$ cat config.mk
export PLATFORM = sky130hd
export DESIGN_NAME = css_startup_ctrl
export DESIGN_NICKNAME = d
export VERILOG_FILES = /design/src/rtl/css_pkg.sv /design/src/rtl/css_clk_switch.sv /design/src/rtl/css_pin_sync.sv /design/src/rtl/css_startup_ctrl.sv
export SDC_FILE = /design/constraint.sdc
export NUM_CORES = 1
export LEC_CHECK = 0
export BUFFER_PORTS_ARGS = -buffer_cell sky130_fd_sc_hd__buf_2
export CORE_UTILIZATION = 36
export DETAILED_ROUTE_END_ITERATION = 8
export PLACE_DENSITY = 0.62
export REMOVE_ABC_BUFFERS = 1
export SLEW_MARGIN = 10
export SYNTH_ARGS = -nofsm -noshare
export SYNTH_HDL_FRONTEND = slang
export SYNTH_SLANG_ARGS = --single-unit
$ cat constraint.sdc
create_clock -name CLK -period 5.3 [get_ports CLK]
set_input_delay 0.265 -clock CLK [delete_from_list [all_inputs] [get_ports CLK]]
set_output_delay 0.265 -clock CLK [all_outputs]
set_load 0.01 [all_outputs]
$ cat src/rtl/css_pkg.sv
// css_pkg: constants and state types for the clock switch and start-up control
// assumes one 250 MHz system clock; oscillator inputs are asynchronous pins
package css_pkg;

  localparam int CLK_MHZ = 250;

  // primary oscillator configuration codes
  localparam logic [3:0] PRI_LOW_POWER_CRYSTAL = 4'h0;
  localparam logic [3:0] PRI_CRYSTAL_MEDIUM = 4'h1;
  localparam logic [3:0] PRI_HIGH_SPEED_CRYSTAL = 4'h2;
  localparam logic [3:0] PRI_EXTERNAL_CLOCK_INPUT_IO = 4'h4;
  localparam logic [3:0] PRI_EXTERNAL_CLOCK_INPUT_QUARTER_CLOCK_OUTPUT = 4'h5;
  localparam logic [3:0] PRI_RESISTOR_CAPACITOR_OSC_IO = 4'h6;
  localparam logic [3:0] PRI_RESISTOR_CAPACITOR_OSC_QUARTER_CLOCK_OUTPUT = 4'h7;
  localparam logic [3:0] PRI_INTERNAL_OSC_MODE_IO = 4'h8;
  localparam logic [3:0] PRI_INTERNAL_OSC_MODE_QUARTER_CLOCK_OUTPUT = 4'h9;

  // clock source select codes, also the switch source index
  localparam logic [1:0] SEL_PRIMARY = 2'h0;
  localparam logic [1:0] SEL_SECONDARY = 2'h1;
  localparam logic [1:0] SEL_INTERNAL = 2'h2;

  // values after reset
  localparam logic [1:0] SEL_RESET = 2'h0;
  localparam logic [2:0] FREQ_RESET = 3'h3;

  // start-up counts
  localparam int OST_CYCLES = 1024;
  localparam int PLL_LOCK_TIME_US = 2000;
  localparam int PLL_LOCK_CYCLES = PLL_LOCK_TIME_US * CLK_MHZ;
  localparam int POWER_UP_DELAY_TIMER_LF_CYCLES = 2048;
  localparam int CODE_START_LF_CYCLES = 4;
  localparam int SEQ_CNT_W = 20;
  localparam int CSD_CNT_W = 4;

  // synchronised pin indices
  localparam int PIN_PRI = 0;
  localparam int PIN_SEC = 1;
  localparam int PIN_INT = 2;
  localparam int PIN_LF = 3;
  localparam int PIN_FAST_RDY = 4;
  localparam int PIN_MED_RDY = 5;
  localparam int PIN_LOW_RDY = 6;
  localparam int PIN_SEC_RDY = 7;
  localparam int PIN_COUNT = 8;

  typedef enum logic [2:0] {
    SEQ_POR = 3'b000, SEQ_POWER_UP_DELAY_TIMER = 3'b001, SEQ_OST = 3'b010,
    SEQ_PLL = 3'b011, SEQ_RUN = 3'b100, SEQ_SLEEP = 3'b101
  } css_seq_t;

  typedef enum logic [2:0] {
    SW_IDLE = 3'b000, SW_READY = 3'b001, SW_OLD_RISE = 3'b010,
    SW_OLD_FALL = 3'b011, SW_NEW_RISE = 3'b100, SW_NEW_FALL = 3'b101
  } css_sw_t;

endpackage : css_pkg

$ cat src/rtl/css_clk_switch.sv
// css_clk_switch: glitch-free handover of the system clock between sources
// assumes source levels and edge pulses already synchronised to clk
`timescale 1ns/1ps
`default_nettype none
module css_clk_switch
  import css_pkg::*;
(
  // clock and reset
  input wire logic clk,
  input wire logic rst,
  // source levels and edges, indexed by select code
  input wire logic [2:0] src_level,
  input wire logic [2:0] src_rise,
  input wire logic [2:0] src_fall,
  // request
  input wire logic [1:0] target,
  input wire logic target_ready,
  input wire logic halt,
  // result
  output logic sys_clk,
  output logic sys_rise,
  output logic [1:0] cur_src,
  output logic busy
);
  css_sw_t state;
  css_sw_t next_state;
  logic cnt;
  logic next_cnt;
  logic next_sys_clk;

  function automatic logic pick(input logic [2:0] v, input logic [1:0] i);
    pick = (i == 2'h3) ? 1'b0 : v[i];
  endfunction : pick

  wire old_rise = pick(src_rise, cur_src);
  wire old_fall = pick(src_fall, cur_src);
  wire new_rise = pick(src_rise, target);
  wire new_fall = pick(src_fall, target);
  wire holding = (state == SW_NEW_RISE) || (state == SW_NEW_FALL);
  wire release_now = (state == SW_NEW_FALL) && new_fall;

  always_comb
  begin
    next_state = state;
    next_cnt = cnt;
    case (state)
      SW_IDLE:
        if (target != cur_src)
          next_state = SW_READY;
      // old clock keeps running while the new one starts
      SW_READY:
        if (target == cur_src)
          next_state = SW_IDLE;
        else if (target_ready)
        begin
          next_state = SW_OLD_RISE;
          next_cnt = 1'b0;
        end
      SW_OLD_RISE:
        if (old_rise)
        begin
          next_cnt = 1'b1;
          if (cnt)
            next_state = SW_OLD_FALL;
        end
      SW_OLD_FALL:
        if (old_fall)
        begin
          next_state = SW_NEW_RISE;
          next_cnt = 1'b0;
        end
      SW_NEW_RISE:
        if (new_rise)
        begin
          next_cnt = 1'b1;
          if (cnt)
            next_state = SW_NEW_FALL;
        end
      SW_NEW_FALL:
        if (new_fall)
          next_state = SW_IDLE;
      default:
        next_state = SW_IDLE;
    endcase
  end

  // low hold spans only the new source's edge counts
  assign next_sys_clk = ~halt & ~holding & pick(src_level, cur_src);

  always_ff @(posedge clk)
  begin
    if (rst)
    begin
      state <= SW_IDLE;
      cnt <= 1'b0;
      cur_src <= SEL_RESET;
      sys_clk <= 1'b0;
      sys_rise <= 1'b0;
    end
    else
    begin
      state <= next_state;
      cnt <= next_cnt;
      if (release_now)
        cur_src <= target;
      sys_clk <= next_sys_clk;
      sys_rise <= next_sys_clk & ~sys_clk;
    end
  end

  assign busy = (state != SW_IDLE);
endmodule : css_clk_switch
`default_nettype wire

$ cat src/rtl/css_pin_sync.sv
// css_pin_sync: two-stage synchroniser for one pin, with edge pulses
// assumes the pin toggles slower than half the system clock
`timescale 1ns/1ps
`default_nettype none
module css_pin_sync
  import css_pkg::*;
(
  // clock and reset
  input wire logic clk,
  input wire logic rst,
  // pin and its synchronised forms
  input wire logic pin_in,
  output logic level,
  output logic rise,
  output logic fall
);
  logic meta;
  logic stable;
  logic prev;

  always_ff @(posedge clk)
  begin
    if (rst)
    begin
      meta <= 1'b0;
      stable <= 1'b0;
      prev <= 1'b0;
    end
    else
    begin
      meta <= pin_in;
      stable <= meta;
      prev <= stable;
    end
  end

  assign level = stable;
  assign rise = stable & ~prev;
  assign fall = ~stable & prev;
endmodule : css_pin_sync
`default_nettype wire

$ cat src/rtl/css_startup_ctrl.sv
// css_startup_ctrl: reset timers, two-speed start-up and clock source switching
// assumes oscillator and ready pins asynchronous; config bits stable out of reset
`timescale 1ns/1ps
`default_nettype none
module css_startup_ctrl
  import css_pkg::*;
#(
  parameter int PLL_LOCK_COUNT = PLL_LOCK_CYCLES
)
(
  // clock and reset
  input wire logic CLK,
  input wire logic SYS_RST,
  // configuration bits
  input wire logic POWER_UP_DELAY_ENABLE_N,
  input wire logic [3:0] PRIMARY_OSC_CONFIG,
  input wire logic TWO_SPEED_ENABLE,
  input wire logic FAST_START_IMMEDIATE,
  input wire logic PLL_ENABLE,
  // software control write
  input wire logic CTRL_WRITE,
  input wire logic [1:0] CTRL_SOURCE_SELECT,
  input wire logic [2:0] CTRL_FREQ_SELECT,
  input wire logic CTRL_MEDIUM_SELECT,
  input wire logic CTRL_LOW_FREQ_SELECT,
  // power management events
  input wire logic SLEEP_REQ,
  input wire logic WAKE_REQ,
  // oscillator pins and readiness
  input wire logic PRI_OSC_IN,
  input wire logic SEC_OSC_IN,
  input wire logic INT_OSC_IN,
  input wire logic LF_INT_OSC_IN,
  input wire logic FAST_INT_READY,
  input wire logic MED_INT_READY,
  input wire logic LOW_INT_READY,
  input wire logic SEC_OSC_READY,
  // system clock and reset
  output logic SYS_CLK_OUT,
  output logic DEVICE_RESET,
  output logic CODE_START_READY,
  output logic SWITCH_BUSY,
  // settings to the internal oscillator block
  output logic [1:0] CLOCK_SOURCE_SELECT,
  output logic [2:0] INTERNAL_FREQ_SELECT,
  output logic MEDIUM_OSC_SELECT,
  output logic LOW_FREQ_SOURCE_SELECT,
  // status
  output logic STARTUP_TIMEOUT_FLAG,
  output logic FAST_INTERNAL_STABLE,
  output logic MEDIUM_INTERNAL_STABLE,
  output logic LOW_INTERNAL_STABLE,
  output logic SECONDARY_RUNNING,
  // oscillator pins in sleep
  output logic QUARTER_CLOCK_OUTPUT,
  output logic QUARTER_CLOCK_OE,
  output logic FEEDBACK_INVERTER_EN
);

  // ------------------------------------------------------------
  // mode decode
  // ------------------------------------------------------------
  function automatic logic is_crystal(input logic [3:0] c);
    is_crystal = (c == PRI_LOW_POWER_CRYSTAL) || (c == PRI_CRYSTAL_MEDIUM) ||
                 (c == PRI_HIGH_SPEED_CRYSTAL);
  endfunction : is_crystal

  function automatic logic is_internal(input logic [3:0] c);
    is_internal = (c == PRI_INTERNAL_OSC_MODE_IO) || (c == PRI_INTERNAL_OSC_MODE_QUARTER_CLOCK_OUTPUT);
  endfunction : is_internal

  function automatic logic has_quarter_clock_output(input logic [3:0] c);
    has_quarter_clock_output = (c == PRI_EXTERNAL_CLOCK_INPUT_QUARTER_CLOCK_OUTPUT) ||
                 (c == PRI_RESISTOR_CAPACITOR_OSC_QUARTER_CLOCK_OUTPUT) ||
                 (c == PRI_INTERNAL_OSC_MODE_QUARTER_CLOCK_OUTPUT);
  endfunction : has_quarter_clock_output

  // ------------------------------------------------------------
  // pin synchronisers
  // ------------------------------------------------------------
  wire [PIN_COUNT-1:0] pins = {SEC_OSC_READY, LOW_INT_READY, MED_INT_READY, FAST_INT_READY,
                               LF_INT_OSC_IN, INT_OSC_IN, SEC_OSC_IN, PRI_OSC_IN};
  logic [PIN_COUNT-1:0] pin_lvl;
  logic [PIN_COUNT-1:0] pin_rise;
  logic [PIN_COUNT-1:0] pin_fall;

  genvar gi;
  generate
    for (gi = 0; gi < PIN_COUNT; gi++)
    begin : g_sync
      css_pin_sync u_sync (
        .clk(CLK),
        .rst(SYS_RST),
        .pin_in(pins[gi]),
        .level(pin_lvl[gi]),
        .rise(pin_rise[gi]),
        .fall(pin_fall[gi])
      );
    end
  endgenerate

  // ------------------------------------------------------------
  // software control register
  // ------------------------------------------------------------
  logic [1:0] csel;
  logic [2:0] freq_sel;
  logic med_sel;
  logic lf_sel;

  always_ff @(posedge CLK)
  begin
    if (SYS_RST)
    begin
      csel <= SEL_RESET;
      freq_sel <= FREQ_RESET;
      med_sel <= 1'b0;
      lf_sel <= 1'b0;
    end
    else if (CTRL_WRITE)
    begin
      csel <= CTRL_SOURCE_SELECT;
      freq_sel <= CTRL_FREQ_SELECT;
      med_sel <= CTRL_MEDIUM_SELECT;
      lf_sel <= CTRL_LOW_FREQ_SELECT;
    end
  end

  // ------------------------------------------------------------
  // start-up sequence
  // ------------------------------------------------------------
  css_seq_t seq;
  css_seq_t next_seq;
  logic [SEQ_CNT_W-1:0] seq_cnt;
  logic [CSD_CNT_W-1:0] csd_cnt;
  logic startup_timeout_flag;
  logic [1:0] target;
  logic target_ready;
  logic sys_clk;
  logic sys_rise;
  logic [1:0] cur_src;
  logic busy;
  logic [1:0] quarter_cnt;

  wire crystal = is_crystal(PRIMARY_OSC_CONFIG);
  wire internal_pri = is_internal(PRIMARY_OSC_CONFIG);
  wire external_pri = ~internal_pri;
  wire lf_tick = pin_rise[PIN_LF];
  wire pri_rise = pin_rise[PIN_PRI];
  wire power_up_delay_timer_on = (POWER_UP_DELAY_ENABLE_N == 1'b0);
  wire pll_on = PLL_ENABLE & external_pri;
  wire two_speed = TWO_SPEED_ENABLE & (csel == SEL_PRIMARY) & crystal;
  wire starting = (seq == SEQ_OST) || (seq == SEQ_PLL);
  // multiplier lock only follows the count when the multiplier is on
  wire [2:0] after_ost = pll_on ? SEQ_PLL : SEQ_RUN;
  wire power_up_delay_timer_done = lf_tick && (seq_cnt == SEQ_CNT_W'(POWER_UP_DELAY_TIMER_LF_CYCLES - 1));
  wire ost_done = pri_rise && (seq_cnt == SEQ_CNT_W'(OST_CYCLES - 1));
  wire pll_done = (seq_cnt == SEQ_CNT_W'(PLL_LOCK_COUNT - 1));
  // only code running from the internal clock can sleep mid start-up
  wire sleep_ok = (seq == SEQ_RUN) || (starting && two_speed);

  always_comb
  begin
    next_seq = seq;
    case (seq)
      SEQ_POR:
        next_seq = power_up_delay_timer_on ? SEQ_POWER_UP_DELAY_TIMER : SEQ_OST;
      SEQ_POWER_UP_DELAY_TIMER:
        if (power_up_delay_timer_done)
          next_seq = SEQ_OST;
      SEQ_OST:
        if (!crystal || ost_done)
          next_seq = css_seq_t'(after_ost);
      SEQ_PLL:
        if (pll_done)
          next_seq = SEQ_RUN;
      SEQ_RUN:
        next_seq = SEQ_RUN;
      // wake restarts start-up without power-up delay
      SEQ_SLEEP:
        if (WAKE_REQ)
          next_seq = SEQ_OST;
      default:
        next_seq = SEQ_POR;
    endcase
    if (SLEEP_REQ && sleep_ok)
      next_seq = SEQ_SLEEP;
  end

  always_ff @(posedge CLK)
  begin
    if (SYS_RST)
    begin
      seq <= SEQ_POR;
      seq_cnt <= '0;
    end
    else
    begin
      seq <= next_seq;
      if (next_seq != seq)
        seq_cnt <= '0;
      else if ((seq == SEQ_POWER_UP_DELAY_TIMER && lf_tick) || (seq == SEQ_OST && pri_rise) ||
               seq == SEQ_PLL)
        seq_cnt <= seq_cnt + 1'b1;
    end
  end

  // ------------------------------------------------------------
  // code-start delay and reset hold
  // ------------------------------------------------------------
  wire csd_done = (csd_cnt == CSD_CNT_W'(CODE_START_LF_CYCLES));
  // two-speed releases reset during the count
  wire hold_rst = (seq == SEQ_POR) || (seq == SEQ_POWER_UP_DELAY_TIMER) || (starting && !two_speed);

  always_ff @(posedge CLK)
  begin
    if (SYS_RST)
    begin
      csd_cnt <= '0;
      DEVICE_RESET <= 1'b1;
      CODE_START_READY <= 1'b0;
    end
    else
    begin
      if (lf_tick && !csd_done)
        csd_cnt <= csd_cnt + 1'b1;
      CODE_START_READY <= csd_done;
      DEVICE_RESET <= hold_rst | ~csd_done;
    end
  end

  // ------------------------------------------------------------
  // start-up timeout flag
  // ------------------------------------------------------------
  always_ff @(posedge CLK)
  begin
    if (SYS_RST)
      startup_timeout_flag <= 1'b0;
    else if (next_seq != SEQ_RUN)
      startup_timeout_flag <= 1'b0;
    // set once the sequence reaches run with an external primary, before the clock switches to it
    else if (external_pri)
      startup_timeout_flag <= 1'b1;
  end

  // ------------------------------------------------------------
  // source selection
  // ------------------------------------------------------------
  // primary, internal while two-speed waits
  // switch to external once the flag is set
  wire [1:0] sel_primary = (internal_pri || !startup_timeout_flag) ? SEL_INTERNAL : SEL_PRIMARY;
  assign target = (csel == SEL_PRIMARY) ? sel_primary :
                  (csel == SEL_SECONDARY) ? SEL_SECONDARY : SEL_INTERNAL;
  // slow selections use the low or medium source
  wire int_ready = (freq_sel == 3'h0 && !lf_sel) ? pin_lvl[PIN_LOW_RDY] :
                   (med_sel && freq_sel <= 3'h2) ? pin_lvl[PIN_MED_RDY] :
                   pin_lvl[PIN_FAST_RDY];
  assign target_ready = (target == SEL_PRIMARY) ? startup_timeout_flag :
                        (target == SEL_SECONDARY) ? pin_lvl[PIN_SEC_RDY] : int_ready;
  // hold clock until fast internal is stable unless fast start
  wire int_wait = internal_pri && (csel == SEL_PRIMARY) && !FAST_START_IMMEDIATE &&
                  !pin_lvl[PIN_FAST_RDY];
  wire halt = (seq == SEQ_SLEEP) || int_wait;

  // frequency code goes straight out, no handover
  css_clk_switch u_switch (
    .clk(CLK),
    .rst(SYS_RST),
    .src_level({pin_lvl[PIN_INT], pin_lvl[PIN_SEC], pin_lvl[PIN_PRI]}),
    .src_rise({pin_rise[PIN_INT], pin_rise[PIN_SEC], pin_rise[PIN_PRI]}),
    .src_fall({pin_fall[PIN_INT], pin_fall[PIN_SEC], pin_fall[PIN_PRI]}),
    .target(target),
    .target_ready(target_ready),
    .halt(halt),
    .sys_clk(sys_clk),
    .sys_rise(sys_rise),
    .cur_src(cur_src),
    .busy(busy)
  );

  // ------------------------------------------------------------
  // status and sleep pins
  // ------------------------------------------------------------
  always_ff @(posedge CLK)
  begin
    if (SYS_RST)
    begin
      quarter_cnt <= 2'h0;
      QUARTER_CLOCK_OUTPUT <= 1'b0;
      QUARTER_CLOCK_OE <= 1'b0;
      FEEDBACK_INVERTER_EN <= 1'b0;
      STARTUP_TIMEOUT_FLAG <= 1'b0;
      FAST_INTERNAL_STABLE <= 1'b0;
      MEDIUM_INTERNAL_STABLE <= 1'b0;
      LOW_INTERNAL_STABLE <= 1'b0;
      SECONDARY_RUNNING <= 1'b0;
    end
    else
    begin
      if (sys_rise)
        quarter_cnt <= quarter_cnt + 2'h1;
      // quarter clock low and inverter off in sleep
      QUARTER_CLOCK_OUTPUT <= quarter_cnt[1] & (seq != SEQ_SLEEP);
      QUARTER_CLOCK_OE <= has_quarter_clock_output(PRIMARY_OSC_CONFIG);
      FEEDBACK_INVERTER_EN <= crystal & (seq != SEQ_SLEEP);
      STARTUP_TIMEOUT_FLAG <= startup_timeout_flag;
      FAST_INTERNAL_STABLE <= pin_lvl[PIN_FAST_RDY];
      MEDIUM_INTERNAL_STABLE <= pin_lvl[PIN_MED_RDY];
      LOW_INTERNAL_STABLE <= pin_lvl[PIN_LOW_RDY];
      SECONDARY_RUNNING <= (cur_src == SEL_SECONDARY) & ~busy;
    end
  end

  assign SYS_CLK_OUT = sys_clk;
  assign SWITCH_BUSY = busy;
  assign CLOCK_SOURCE_SELECT = csel;
  assign INTERNAL_FREQ_SELECT = freq_sel;
  assign MEDIUM_OSC_SELECT = med_sel;
  assign LOW_FREQ_SOURCE_SELECT = lf_sel;

endmodule : css_startup_ctrl
`default_nettype wire
* After elaboration in Yosys (flattened, before gate mapping)
Cells that the tools add are included.
** Operators by class
- Add/sub/neg operators :: 3
- Magnitude comparators :: 3
- Equality and inequality tests :: 40
- Mux-type cells :: 46
- Bitwise operators :: 30
- Reductions and logical operators :: 48
** Operator list (number)
- $mux W3 :: 15
- $pmux W3 S6 :: 2
- $add A20 B1 Y20 const B :: 1
- $eq A20 B10 Y1 const B :: 1
- $eq A20 B11 Y1 const B :: 1
- $eq A20 B19 Y1 const B :: 1
- $mux W1 :: 19
- $and A1 B1 Y1 :: 16
- $logic_or A1 B1 Y1 :: 15
- $logic_and A1 B1 Y1 :: 14
- $ne A2 B1 Y1 const B :: 7
- $not A1 Y1 :: 13
- $eq A3 B2 Y1 const B :: 4
- $eq A3 B3 Y1 const B :: 4
- $eq A4 B3 Y1 const B :: 3
- $bmux W1 S2 :: 5
- $logic_not A3 Y1 :: 3
- $eq A4 B4 Y1 const B :: 2
- $mux W2 :: 4
- $reduce_and A8 Y1 :: 1
- $logic_not A1 Y1 :: 7
- $eq A2 B1 Y1 const B :: 3
- $eq A3 B1 Y1 const B :: 2
- $lt A2 B3 Y1 const B :: 2
- other kinds (20) :: 25
** Storage, ports and cells
- Register bits :: 75
- Bits of input ports :: 28
- Output and inout bits :: 19
- Logic and storage cells :: 214

* Logic depth before layout (Yosys ltp)
Gate-level depths: netlist (run 1).
- Depth in word-level cells :: 11
- Depth in mapped cells :: 8
- Gate-level depth less buffers :: 7

* Modules after synthesis
A second synthesis (run 1) with hierarchy kept.
** Second synthesis, totals
- Cells, all modules :: 393
- Area total of the unflattened synthesis :: 3708.6 um^2
** By module, submodules not included
- css_startup_ctrl :: times used 1, cells each 259, area each 2386.0 um^2, seq. area each 940.9 um^2
- css_pin_sync :: times used 8, cells each 8, area each 91.3 um^2, seq. area each 60.1 um^2
- css_clk_switch :: times used 1, cells each 70, area each 591.8 um^2, seq. area each 160.2 um^2

* Least setup slack after synthesis (run 1)
OpenSTA, ideal clock, no wires.
- Path type :: input-to-reg
- From :: input port PRIMARY_OSC_CONFIG[1]
- To :: register u_switch.state[1]
- Library setup time :: 0.088 ns
- Arrival :: 1.966 ns
- Required time :: 5.212 ns
- Path slack :: 3.246 ns
- Stages :: 7
- Buffers on the path :: 1
- Path through :: or3b_1 -> buf_6 -> a2111oi_4 -> nor3_2 -> a2111oi_4 -> a41oi_1 -> nor4_2
** Between the ends
- Cells in the longest elaborated chain, start to end :: 10
- Elaborated cells between the ends (all ways) :: 26
- Classes of those cells :: eq/ne (10); mux (12); reduce/logical (4)
** Ends and longest elaborated chain
- from (decl) :: line css_startup_ctrl.sv:16 : input wire logic [3:0] PRIMARY_OSC_CONFIG,
- $eq A4 B4 Y1 :: line css_startup_ctrl.sv:69 : is_internal = (c == PRI_INTERNAL_OSC_MODE_IO) || (c == PRI_INTERNAL_OSC_MODE_QUARTER_CLOCK_OUTPUT);
- $logic_or A1 B1 Y1 * :: line css_startup_ctrl.sv:69
- $logic_or A1 B1 Y1 * :: line css_startup_ctrl.sv:250 : wire [1:0] sel_primary = (internal_pri || !startup_timeout_flag) ? SEL_INTERNAL : SEL_PRIMARY;
- $mux W2 * :: line css_startup_ctrl.sv:250
- $mux W2 * :: line css_startup_ctrl.sv:251 : assign target = (csel == SEL_PRIMARY) ? sel_primary :
- $bmux W1 S2 or $eq A2 B1 Y1 (tied branches) :: line css_clk_switch.sv:32, css_startup_ctrl.sv:258
- $mux W1 (on tied branches) :: line css_clk_switch.sv:32, css_startup_ctrl.sv:258
- $mux W1 (on tied branches) :: line css_clk_switch.sv:32, css_startup_ctrl.sv:257
- $ne A2 B1 Y1 (no source line) or $ne A3 B2 Y1 (tied branches)
- $reduce_and A8 Y1 (no source line)
- to (signal assigned) :: line css_clk_switch.sv:102 : state <= next_state;
- to (decl) :: line css_clk_switch.sv:25 : css_sw_t state;
Mark *: on every way between the ends. The rest lies on a longest branch, timed or not. The select of a mux whose other input is x is not followed.
A chain may end at the register's enable or synchronous reset.

* Worst setup path after layout (run 1)
- From :: register seq_cnt[12]
- To :: register seq_cnt[9]
** Between the ends
- Cells in the longest elaborated chain, start to end :: 8
- Elaborated cells between the ends (all ways) :: 13
- Classes of those cells :: eq/ne (4); mux (5); reduce/logical (4)
** Ends and longest elaborated chain
- from (decl) :: line css_startup_ctrl.sv:133 : logic [SEQ_CNT_W-1:0] seq_cnt;
- from (signal assigned) :: line css_startup_ctrl.sv:203 : seq_cnt <= seq_cnt + 1'b1;
- $eq A20 B10 Y1 :: line css_startup_ctrl.sv:156 : wire ost_done = pri_rise && (seq_cnt == SEQ_CNT_W'(OST_CYCLES - 1));
- $logic_and A1 B1 Y1 :: line css_startup_ctrl.sv:156
- $logic_or A1 B1 Y1 :: line css_startup_ctrl.sv:171 : if (!crystal || ost_done)
- $mux W3 :: line css_startup_ctrl.sv:171
- $pmux W3 S6 * :: line css_startup_ctrl.sv:164 : case (seq)
- $mux W3 * :: line css_startup_ctrl.sv:185 : if (SLEEP_REQ && sleep_ok)
- $ne A3 B3 Y1 * :: line css_startup_ctrl.sv:199 : if (next_seq != seq)
- $reduce_or A2 Y1 (no source line) *
Mark *: on every way between the ends. The rest lies on a longest branch, timed or not.

==> results of run 1 <==
==> area by class of cell <==
class | instances | area [sq um] | share of cell area (%)
repair buffers | 49 | 253 | 6.26
multi-input cells | 287 | 1870 | 46.3
clock buffers | 9 | 124 | 3.07
inverters | 13 | 48.8 | 1.21
well taps | 129 | 161 | 4.00
flip-flops and latches | 75 | 1500 | 37.2
clock inverters | 7 | 77.6 | 1.92
==> power by group through the flow <==
stage / Combinational, mW / Clock (mW) / Sequential, mW
floorplan: 0.217 / 0 / 0.646
detailed placement: 0.318 / 0 / 0.659
finish: 0.319 / 0.445 / 0.647
global placement: 0.315 / 0 / 0.658
global route: 0.353 / 0.485 / 0.654
CTS: 0.321 / 0.461 / 0.646
==> per-stage QoR <==
step | hold slack, ns | worst slack [ns] | std cells | power (mW) | instance area [sq um]
2_1_floorplan | 0.332 | 2.87 | 375 | 0.863 | 3420
3_3_place_gp | 0.420 | 2.94 | 553 | 0.973 | 3830
3_5_place_dp | 0.421 | 2.92 | 553 | 0.977 | 3830
4_1_cts | 0.0990 | 2.91 | 569 | 1.43 | 4040
5_1_grt | 0.0967 | 2.68 | 569 | 1.49 | 4040
6_report | 0.111 | 2.90 | 569 | 1.41 | 4040
==> state kept, by name, summed over array words and instances (netlist names), 2 cells and up <==
register and flops:
seq_cnt 20, quarter_cnt 2, g_sync.u_sync.prev 4, csd_cnt 4, u_switch.state 3, g_sync.u_sync.level 8
g_sync.u_sync.meta 8, u_switch.cur_src 2, seq 3, CLOCK_SOURCE_SELECT 2, INTERNAL_FREQ_SELECT 3
==> layout by cell type (no fill, tap or decap), types with 8 or more instances in the layout <==
cell type,n
a21oi_1,8
buf_2,46
clkbuf_8,9
dfxtp_1,75
inv_1,13
mux2i_1,14
nand2_1,26
nand3_1,10
nand4_1,10
nor2_1,45
nor2b_1,32
nor3_1,26
o21ai_0,8
xnor2_1,17
xor2_1,8
==> cell families after synthesis <==
kind of cell               share of synthesized area [%]
xor gates and xnor gates                            6.22
adders and majority gates                           1.07
and+or+nand+nor                                     30.5
DFF                                                 42.7
muxes                                               3.98
buffers and inverters                               4.20
AOI/OAI and AO/OA                                   11.3
==> metal layers <==
| metal | vias to the layer above | share of wire [%] |
|---|---|---|
| li1 | 1485 | - |
| met1 | 1380 | 49 |
| met2 | 69 | 44 |
| met3 | 8 | 5.4 |
| met4 | 0 | 1.2 |
| met5 | - | 0 |
==> path summary, 6_finish.rpt <==
check	startpoint	to	slack (ns)	depth (start not counted)
setup / recovery	seq_cnt[12]$_SDFFE_PP0P_	seq_cnt[9]$_SDFFE_PP0P_	2.90	7
hold / removal	LOW_INT_READY	g_sync[6].u_sync.meta$_SDFF_PP0_	0.11	2
setup reg to reg	seq_cnt[12]$_SDFFE_PP0P_	seq_cnt[9]$_SDFFE_PP0P_	2.90	7
hold reg to reg	u_switch.sys_clk$_SDFF_PP0_	u_switch.sys_rise$_SDFF_PP0_	0.43	1
==> summary.md, run 1 <==
| Metric | Value |
|---|---|
| Via density | 5.17 |
| Synth cell types | 56 |
| Clk_lat worst skew | 0.35 ns |
| Yosys reg bits | 75 |
| Critical path class | reg -> reg |
| H-tree levels | 3 |
| WL/cell | ~13 microns |
| GRT busiest layer | met2 |
| Synth cell count leaders | dfxtp_1, nor2_1, nor2b_1, nand2_1, nor3_1 |
| CTS root buf | clkbuf_8 |
| Met3 usage | 4.79% |
| Antenna violations before repair | 0 |
| Fin crit period | 2.40 ns |
| Final Util | 43.1% |
| VDD IR-drop max | roughly 0.14 mV |
| HP Class | in -> reg |
| First-pass GRT wire length | ~13000 microns |
| Fin. Hold Viols | 0 |
| Synthesis Warnings | 0 |
| Setup Fix Bufs, Post-CTS | 0 |
| Die area | 10200 sq um |
| Resized Gates After CTS | 0 |
| Bufs on Longest Clock Path | 2 |
| Initial core utilization | 37.5% |
| Clk sink count | 75 |
| Crit start category | register |
| Fillers | 958 |
| Unrepaired setup endpoints after global routing | no |
| Global Route Usage Sum | approximately 16% |
| Top_reg_cell synth | dfxtp_1 |
| Largest cells by area after synthesis | dfxtp_1, nor2b_1, nor2_1, xnor2_1, mux2i_1 |
| Max stage delay on crit path | 0.49 ns |
| Status | finished clean |
| Clock Power Share | between 30% and 40% |
| Crit. End Element | register |
| Post-synth EDFFs | 0 |
| Vias | 2942 |
| Top achievable clock speed | ~420 MHz |
| Seq/Total Area, Yosys | 42.7% |
| DRC | 0 |
| Maxcap violations | 0 |
| Pwr/cell area | 350 nW/um^2 |
| Core footprint | 9370 sq um |
| Combinational share of power | 22.6% |
| Tcrit/Tclk final | 45.3% |
| Die Y | 101 microns |
| CTS buffer count | 9 |
| Slowest stage cell, crit path | nor4_1 |
| Top-count cell post-synth | dfxtp_1 |
| Cells after Synth | about 400 |
| Worst Tran Pin Value | 0.992 ns |
| Synthesis-to-layout area growth | 14.7% |
| Crit-path cells | nor4_1 -> and4b_1 -> a311oi_1 -> nor4_2 -> xnor2_1 -> buf_4 -> nor3_1 |
| CP delay by family, top | simple AND/OR/NAND/NOR gates |
| Clk pin slew, worst setup/hold paths | 0.09 ns |
| DP HPWL | 5310 microns |
| Internal | 942 uW |
| CTS tree | yes |
| Pre-Repair DR Iteration Count | 4 |
| Largest net degree at the start of global routing | 50 |
| Num rows | 35 |
| Req. time, crit path | 5.54 ns |
| Critical path fanouts, max | 20 |
| Routability cong. | approximately 0.85 |
| Clock skew | 0.00887 ns |
| Met1 usage | roughly 22% |
| Share of layout cells above drive strength 1 | 16.8% |
| Slew Limit Headroom | 32.1% |
| # setup viols final | 0 |
| Top cell type's share of synthesized area | 42.7% |
| Async S/R FF share, synth | 0% |
| Syn_area_per_cell | 8.84 sq um |
| Die width | 101 microns |
| Largest area contributor in the netlist | dfxtp_1 |
| Sw Ratio | 33.3% |
| Slew Viols, Final | 0 |
| Final wirelength | 7520 microns |
| # IOs | 47 |
| DRT iter0 DRCs | 138 |
| Total negative slack | 0 ns |
| GRT met2 Usage | between 20% and 30% |
| I/O Buffers | 46 |
| GRT Residual Overflow | 0 |
| Final Net Count | approximately 470 |
| Mapped cell area | 3520 sq um |
| WP data arrival | 2.64 ns |
| Net switching power | 470 uW |
| Number of diodes | 0 |
| P_leak | 1.50 nW |
| Sequential Power Share | approximately 46% |
| Buf+Inv Stages, Crit Path | 1 |
| ANT nets after route | 0 |
| Vias in the first global route | 2665 |
| CTS Hold Bufs | 0 |
Power figures use the tool's default switching activity.
==> run 2: changes to the inputs <==
- PLACE_DENSITY: 0.62 -> 0.64
- clock period: 5.3 -> 2.16 ns (I/O delays scaled with it)
==> run 2 against run 1 <==
  * The flow now finishes with violations (negative setup slack)
  * Global-route usage up 0.38 points
  * Sequential cell count unchanged
  * Wire length grew 12%
  * Register-to-register slack got worse by 2.9 ns
  * Core utilization increased by 6.1 points
  * Final cell count increased by 7.0%
  * Via count increased by 6.3%
  * Highest routed layer unchanged
==> summary.md, run 2 (synthesis gave the netlist of run 1 again) <==
| Metric | Value |
|---|---|
| Worst Tran Pin Value | 0.727 ns (was 0.992 ns) |
| ANT nets after route | 0 (unchanged) |
| Top achievable clock speed | 458 MHz (was 416 MHz) |
| Sequential Power Share | 39.1% (was 45.8%) |
| Global Route Usage Sum | 16.2% (was 15.8%) |
| Die width | 101 microns (unchanged) |
| Net switching power | 1.30 mW (was 470 uW) |
| Share of layout cells above drive strength 1 | 27.3% (was 16.8%) |
| Vias | 3128 (was 2942) |
| Final WS setup | -0.0240 ns (was 2.90 ns) |
| Status | finished, violations left (was finished clean) |
| CTS tree | yes (unchanged) |
| Num rows | 35 (unchanged) |
| Pwr/cell area | 870 nW/um^2 (was 350 nW/um^2) |
| DRC | 0 (unchanged) |
| H-tree levels | 3 (unchanged) |
| Via density | 5.14 (was 5.17) |
| DRT iter0 DRCs | 101 (was 138) |
| Maxcap violations | 0 (unchanged) |
| Commonest non-fill, non-tap cell in the layout | dfxtp_1 (unchanged) |
| Clock Power Share | 28.3% (was 31.6%) |
| Most frequent cells in the layout | dfxtp_1, buf_2, nor2_1 (unchanged) |
| Critical path class | reg -> reg (unchanged) |
| # IOs | 47 (unchanged) |
| Post-DP Area | 3980 sq um (was 3830 sq um) |
| I/O Buffers | 46 (unchanged) |
| Hold_sp | CTRL_FREQ_SELECT[2] (was LOW_INT_READY) |
| Clock skew | 0.0170 ns (was 0.00887 ns) |
| Crit start category | register (unchanged) |
| CTS root buf | clkbuf_8 (unchanged) |
| Post-Place Setup Slack | -0.0152 ns (was 2.92 ns) |
| R2R Path Start | seq_cnt[11]$_SDFFE_PP0P_ (was seq_cnt[12]$_SDFFE_PP0P_) |
| Die area | 10200 sq um (unchanged) |
| Number of diodes | 0 (unchanged) |
| Clk_lat worst skew | 0.35 ns (about the same) |
| # setup viols final | 4 (was 0) |
| Worst r2r path cells | 9 (was 7) |
| Top reg by flops | seq_cnt (unchanged) |
| Synthesis-to-layout area growth | 31.0% (was 14.7%) |
| Final Util | 49.2% (was 43.1%) |
| Bufs on Longest Clock Path | 2 (unchanged) |
| GRT Residual Overflow | 0 (unchanged) |
| Tot Pwr | 4.01 mW (was 1.41 mW) |
| Die Y | 101 microns (unchanged) |
| First-pass GRT wire length | 13000 microns (was 12600 microns) |
| Min Hold Slack | 0.0190 ns (was 0.111 ns) |
| WL/cell | 13.8 microns (was 13.2 microns) |
| Combinational share of power | 32.7% (was 22.6%) |
| Clk sink count | 75 (unchanged) |
| Fin. Hold Viols | 0 (unchanged) |
| Unrepaired setup endpoints after global routing | yes (was no) |
| Vias in the first global route | 2829 (was 2665) |
| Crit. End Element | register (unchanged) |
| VDD IR-drop max | 0.528 mV (was 0.142 mV) |
| Antenna violations before repair | 0 (unchanged) |
| Sw Ratio | 32.5% (was 33.3%) |
| Max reg flops | 20 (unchanged) |
| Slew Limit Headroom | 51.4% (was 32.1%) |
| Initial core utilization | 37.5% (unchanged) |
| Routability cong. | 0.832 (was 0.851) |
| Crit. Startpoint | seq_cnt[11]$_SDFFE_PP0P_ (was seq_cnt[12]$_SDFFE_PP0P_) |
| Design Area, Final | 4610 sq um (was 4040 sq um) |
| HP Class | in -> reg (unchanged) |
| Violated checks | negative setup slack |
| Fin crit period | 2.18 ns (was 2.40 ns) |
| Pre-Repair DR Iteration Count | 4 (unchanged) |
| DP HPWL | 5680 microns (was 5310 microns) |
| Req. time, crit path | 2.44 ns (was 5.54 ns) |
| Tcrit/Tclk final | 101% (was 45.3%) |
| Largest net degree at the start of global routing | 28 (was 50) |
| Core footprint | 9370 sq um (unchanged) |
| Final Net Count | 506 (was 466) |
| Clk pin slew, worst setup/hold paths | 0.09 ns (about the same) |
| Critical path fanouts, max | 5 (was 20) |
| Final wirelength | 8400 microns (was 7520 microns) |
| P_leak | 1.77 nW (was 1.50 nW) |
| Slew Viols, Final | 0 (unchanged) |
| WP data arrival | 2.46 ns (was 2.64 ns) |
| Hold-critical path depth | 3 (was 2) |
| CTS buffer count | 9 (unchanged) |
| Internal | 2.70 mW (was 942 uW) |
-- run 2: changes by cell type in the layout (fill, tap and decap cells not counted), sizes merged --
cell         before  now
dlygate4sd3       0   14
clkinvlp          4    0
bufbuf            0    1
clkbuf            9   11
clkinv            1    2
inv              14   16
buf              49   73
-- run 2: through the flow --
stage	setup TNS, ns	std cells
3_5_place_dp	-0.0287	571
5_1_grt	-1.08	609
4_1_cts	0	601
3_3_place_gp	0	571
6_report	-0.0280	609
2_1_floorplan	-5.38	375
-- run 2: path summary, 6_finish.rpt --
path | end | slack [ns]
max | seq_cnt[6]$_SDFFE_PP0P_ | -0.02
min reg2reg | u_switch.sys_rise$_SDFF_PP0_ | 0.42
min | INTERNAL_FREQ_SELECT[2]$_SDFFE_PP0P_ | 0.02
max reg2reg | seq_cnt[6]$_SDFFE_PP0P_ | -0.02
-- run 2: power groups by stage --
| stage | Combinational (mW) | Clock, mW | Sequential, mW |
|---|---|---|---|
| after floorplan | 0.532 | 0 | 1.59 |
| after global placement | 0.907 | 0 | 1.59 |
| after global routing | 1.39 | 1.23 | 1.58 |
| after CTS | 0.946 | 1.15 | 1.56 |
| after detailed placement | 0.918 | 0 | 1.59 |
| final | 1.31 | 1.13 | 1.57 |
-- run 2: area by class of cell --
class | instances | area (sq um)
fill | 901 | 4760
multi-input combinational | 287 | 2030
sequential | 75 | 1510
timing repair buffer | 89 | 646
tap | 129 | 161
clock buffer | 10 | 138
clock inverter | 6 | 70.1
inverter | 13 | 48.8
-- run 2: timing repair --
action	4_1_cts	5_1_grt
pin swaps	1	7
hold endpoints to repair	14	0
endpoints found under the setup margin	13	24
cloned	0	2
hold buffers	14	0
gates resized for setup	1	43
buffers inserted	0	6
-- run 2: critical path, stage by stage, from the launching register on --
cell and delay [ns]:
dfxtp_1 0.34, nor4_4 0.28, buf_4 0.15, and4b_1 0.23, a31oi_2 0.10, nor4_2 0.37
xnor2_1 0.15, buf_4 0.17, clkbuf_16 0.16, nor3_2 0.17
-- run 2: layer usage --
metal | GRT usage (%) | routed length (microns) | vias to the layer above
li1 | - | - | 1559
met1 | 22.1 | 4020 | 1489
met2 | 25.0 | 3950 | 75
met3 | 4.23 | 350 | 5
met4 | 5.13 | 78 | 0
met5 | 0 | 0 | -
==> run 3: changes to the inputs <==
- SYNTH_HIERARCHICAL: not set -> 1
==> run 3 against run 2 <==
  * The flow still finishes with violations (negative setup slack)
  * Critical endpoint is now seq_cnt[16]$_SDFFE_PP0P_
  * Worst hold slack worse by 0.0011 ns
  * Combinational power down 29%
  * Sequential power down 3%
  * Non-clock buffer count up 17
  * Largest power group unchanged
==> summary.md, run 3 <==
| Metric | Value |
|---|---|
| Num rows | 35 (unchanged) |
| Crit-path cells | or4b_4 -> nor3_4 -> a21oi_2 -> or3_1 -> a311o_1 -> buf_12 -> nor3_2 (was nor4_4 -> buf_4 -> and4b_1 -> a31oi_2 -> nor4_2 -> xnor2_1 -> buf_4 -> clkbuf_16 -> nor3_2) |
| Final WS setup | -0.178 ns (was -0.0240 ns) |
| CTS tree | yes (unchanged) |
| Crit start category | register (unchanged) |
| Antenna violations before repair | 0 (unchanged) |
| Maxcap violations | 0 (unchanged) |
| Slew Limit Headroom | 68.2% (was 51.4%) |
| Die Y | 101 microns (about the same) |
| CTS buffer count | 9 (unchanged) |
| Final wirelength | 7920 microns (was 8400 microns) |
| Pwr/cell area | 783 nW/um^2 (was 870 nW/um^2) |
| Cells after Synth | 376 (was 398) |
| Tcrit/Tclk final | 108% (was 101%) |
| Mapped cell area | 3550 sq um (was 3520 sq um) |
| Clk_lat worst skew | 0.35 ns (about the same) |
| Fin cells | 608 (was 609) |
| Initial core utilization | 37.9% (was 37.5%) |
| First-pass GRT wire length | 13000 microns (about the same) |
| Syn_area_per_cell | 9.43 sq um (was 8.84 sq um) |
| CTS root buf | clkbuf_8 (unchanged) |
| DP HPWL | 5610 microns (was 5680 microns) |
| Synthesis-to-layout area growth | 30.0% (was 31.0%) |
| P_leak | 1.84 nW (was 1.77 nW) |
| Most frequent cells in the layout | dfxtp_1, buf_2, buf_4 (was dfxtp_1, buf_2, nor2_1) |
| GRT Residual Overflow | 0 (unchanged) |
| Largest net degree at the start of global routing | 39 (was 28) |
| Critical path class | reg -> reg (unchanged) |
| Clk sink count | 75 (unchanged) |
| Critical path fanouts, max | 20 (was 5) |
| I/O Buffers | 46 (unchanged) |
| # setup viols final | 20 (was 4) |
| Clk pin slew, worst setup/hold paths | 0.09 ns (about the same) |
| Core footprint | 9370 sq um (unchanged) |
| HP Class | in -> reg (unchanged) |
| Total negative slack | -2.73 ns (was -0.0280 ns) |
| Worst Tran Pin Value | 0.476 ns (was 0.727 ns) |
| Share of layout cells above drive strength 1 | 30.3% (was 27.3%) |
| # IOs | 47 (unchanged) |
| Global Route Usage Sum | 16.2% (about the same) |
| Die area | 10300 sq um (was 10200 sq um) |
| Die width | 101 microns (about the same) |
| Violated checks | negative setup slack (unchanged) |
| Commonest non-fill, non-tap cell in the layout | dfxtp_1 (unchanged) |
| H-tree levels | 3 (unchanged) |
| Routability cong. | 0.865 (was 0.832) |
| Unrepaired setup endpoints after global routing | yes (unchanged) |
| Final Net Count | 505 (was 506) |
| VDD IR-drop max | 0.451 mV (was 0.528 mV) |
| Clock skew | 0.0143 ns (was 0.0170 ns) |
| Bufs on Longest Clock Path | 2 (unchanged) |
| Buf+Inv Stages, Crit Path | 1 (was 3) |
| Vias | 3016 (was 3128) |
| Pre-Repair DR Iteration Count | 4 (unchanged) |
| Fin. Hold Viols | 0 (unchanged) |
| Max stage delay on crit path | 0.54 ns (was 0.37 ns) |
| Top achievable clock speed | 428 MHz (was 458 MHz) |
| Req. time, crit path | 2.42 ns (was 2.44 ns) |
| Status | finished, violations left (unchanged) |
| Fin crit period | 2.34 ns (was 2.18 ns) |
| Tot Pwr | 3.61 mW (was 4.01 mW) |
| Slew Viols, Final | 0 (unchanged) |
| Top reg by flops | seq_cnt (unchanged) |
| Via density | 4.96 (was 5.14) |
| CP delay by family, top | simple AND/OR/NAND/NOR gates (unchanged) |
| Max reg flops | 20 (unchanged) |
| Number of diodes | 0 (unchanged) |
| Synthesis Warnings | 6 (was 0) |
| DRT iter0 DRCs | 154 (was 101) |
| ANT nets after route | 0 (unchanged) |
| Placed cells | 576 (was 571) |
| DRC | 0 (unchanged) |
| WP data arrival | 2.60 ns (was 2.46 ns) |
| Crit. End Element | register (unchanged) |
| Vias in the first global route | 2892 (was 2829) |
| Slowest stage cell, crit path | or4b_4 (was nor4_2) |
| WL/cell | 13.0 microns (was 13.8 microns) |
==> run 3: final timing paths <==
kind              slack [ns]                        start  cells past startpoint                                to
hold reg to reg         0.42  u_switch/sys_clk$_SDFF_PP0_                      1      u_switch/sys_rise$_SDFF_PP0_
hold / removal          0.02               FAST_INT_READY                      2  g_sync[4].u_sync/meta$_SDFF_PP0_
setup / recovery       -0.18      seq_cnt[5]$_SDFFE_PP0P_                      7          seq_cnt[16]$_SDFFE_PP0P_
setup reg to reg       -0.18      seq_cnt[5]$_SDFFE_PP0P_                      7          seq_cnt[16]$_SDFFE_PP0P_
==> run 3: per-stage QoR <==
stage / util [%] / instance area, sq um / hold WS (ns) / worst slack (ns)
4_1_cts: 48.7 / 4560 / 0.00886 / -0.212
5_1_grt: 49.2 / 4610 / 0.00746 / -0.271
2_1_floorplan: - / 3440 / 0.177 / -0.914
3_5_place_dp: 44.8 / 4190 / 0.322 / -0.235
3_3_place_gp: 44.8 / 4190 / 0.315 / -0.141
6_report: 49.2 / 4610 / 0.0179 / -0.178
==> run 3: timing repair <==
action | CTS | global route
resized for setup | 2 | 10
hold endpoints to repair | 14 | 0
hold buffers | 14 | 0
setup endpoints to repair | 20 | 23
buffers inserted | 1 | 1
pin swaps | 2 | 3
==> run 3: routing by layer <==
metal	share of wire, %	global-route usage [%]	up-vias
met1	48	20.4	1403
met4	1.7	7.02	0
li1	-	-	1528
met3	4.0	3.52	8
met2	46	26.7	77
met5	0	0	-
==> run 3: area by class of cell <==
type / instances / area, sq um
Multi-Input combinational cell: 269 / 1940
Sequential cell: 75 / 1500
Inverter: 13 / 48.8
Clock buffer: 9 / 124
Clock inverter: 7 / 88.8
Tap cell: 129 / 161
Timing Repair Buffer: 106 / 741
Fill cell: 902 / 4760
==> run 3: power by group <==
part           switching, mW  internal, mW
clock network          0.586         0.566
registers             0.0839          1.45
logic                  0.518         0.408
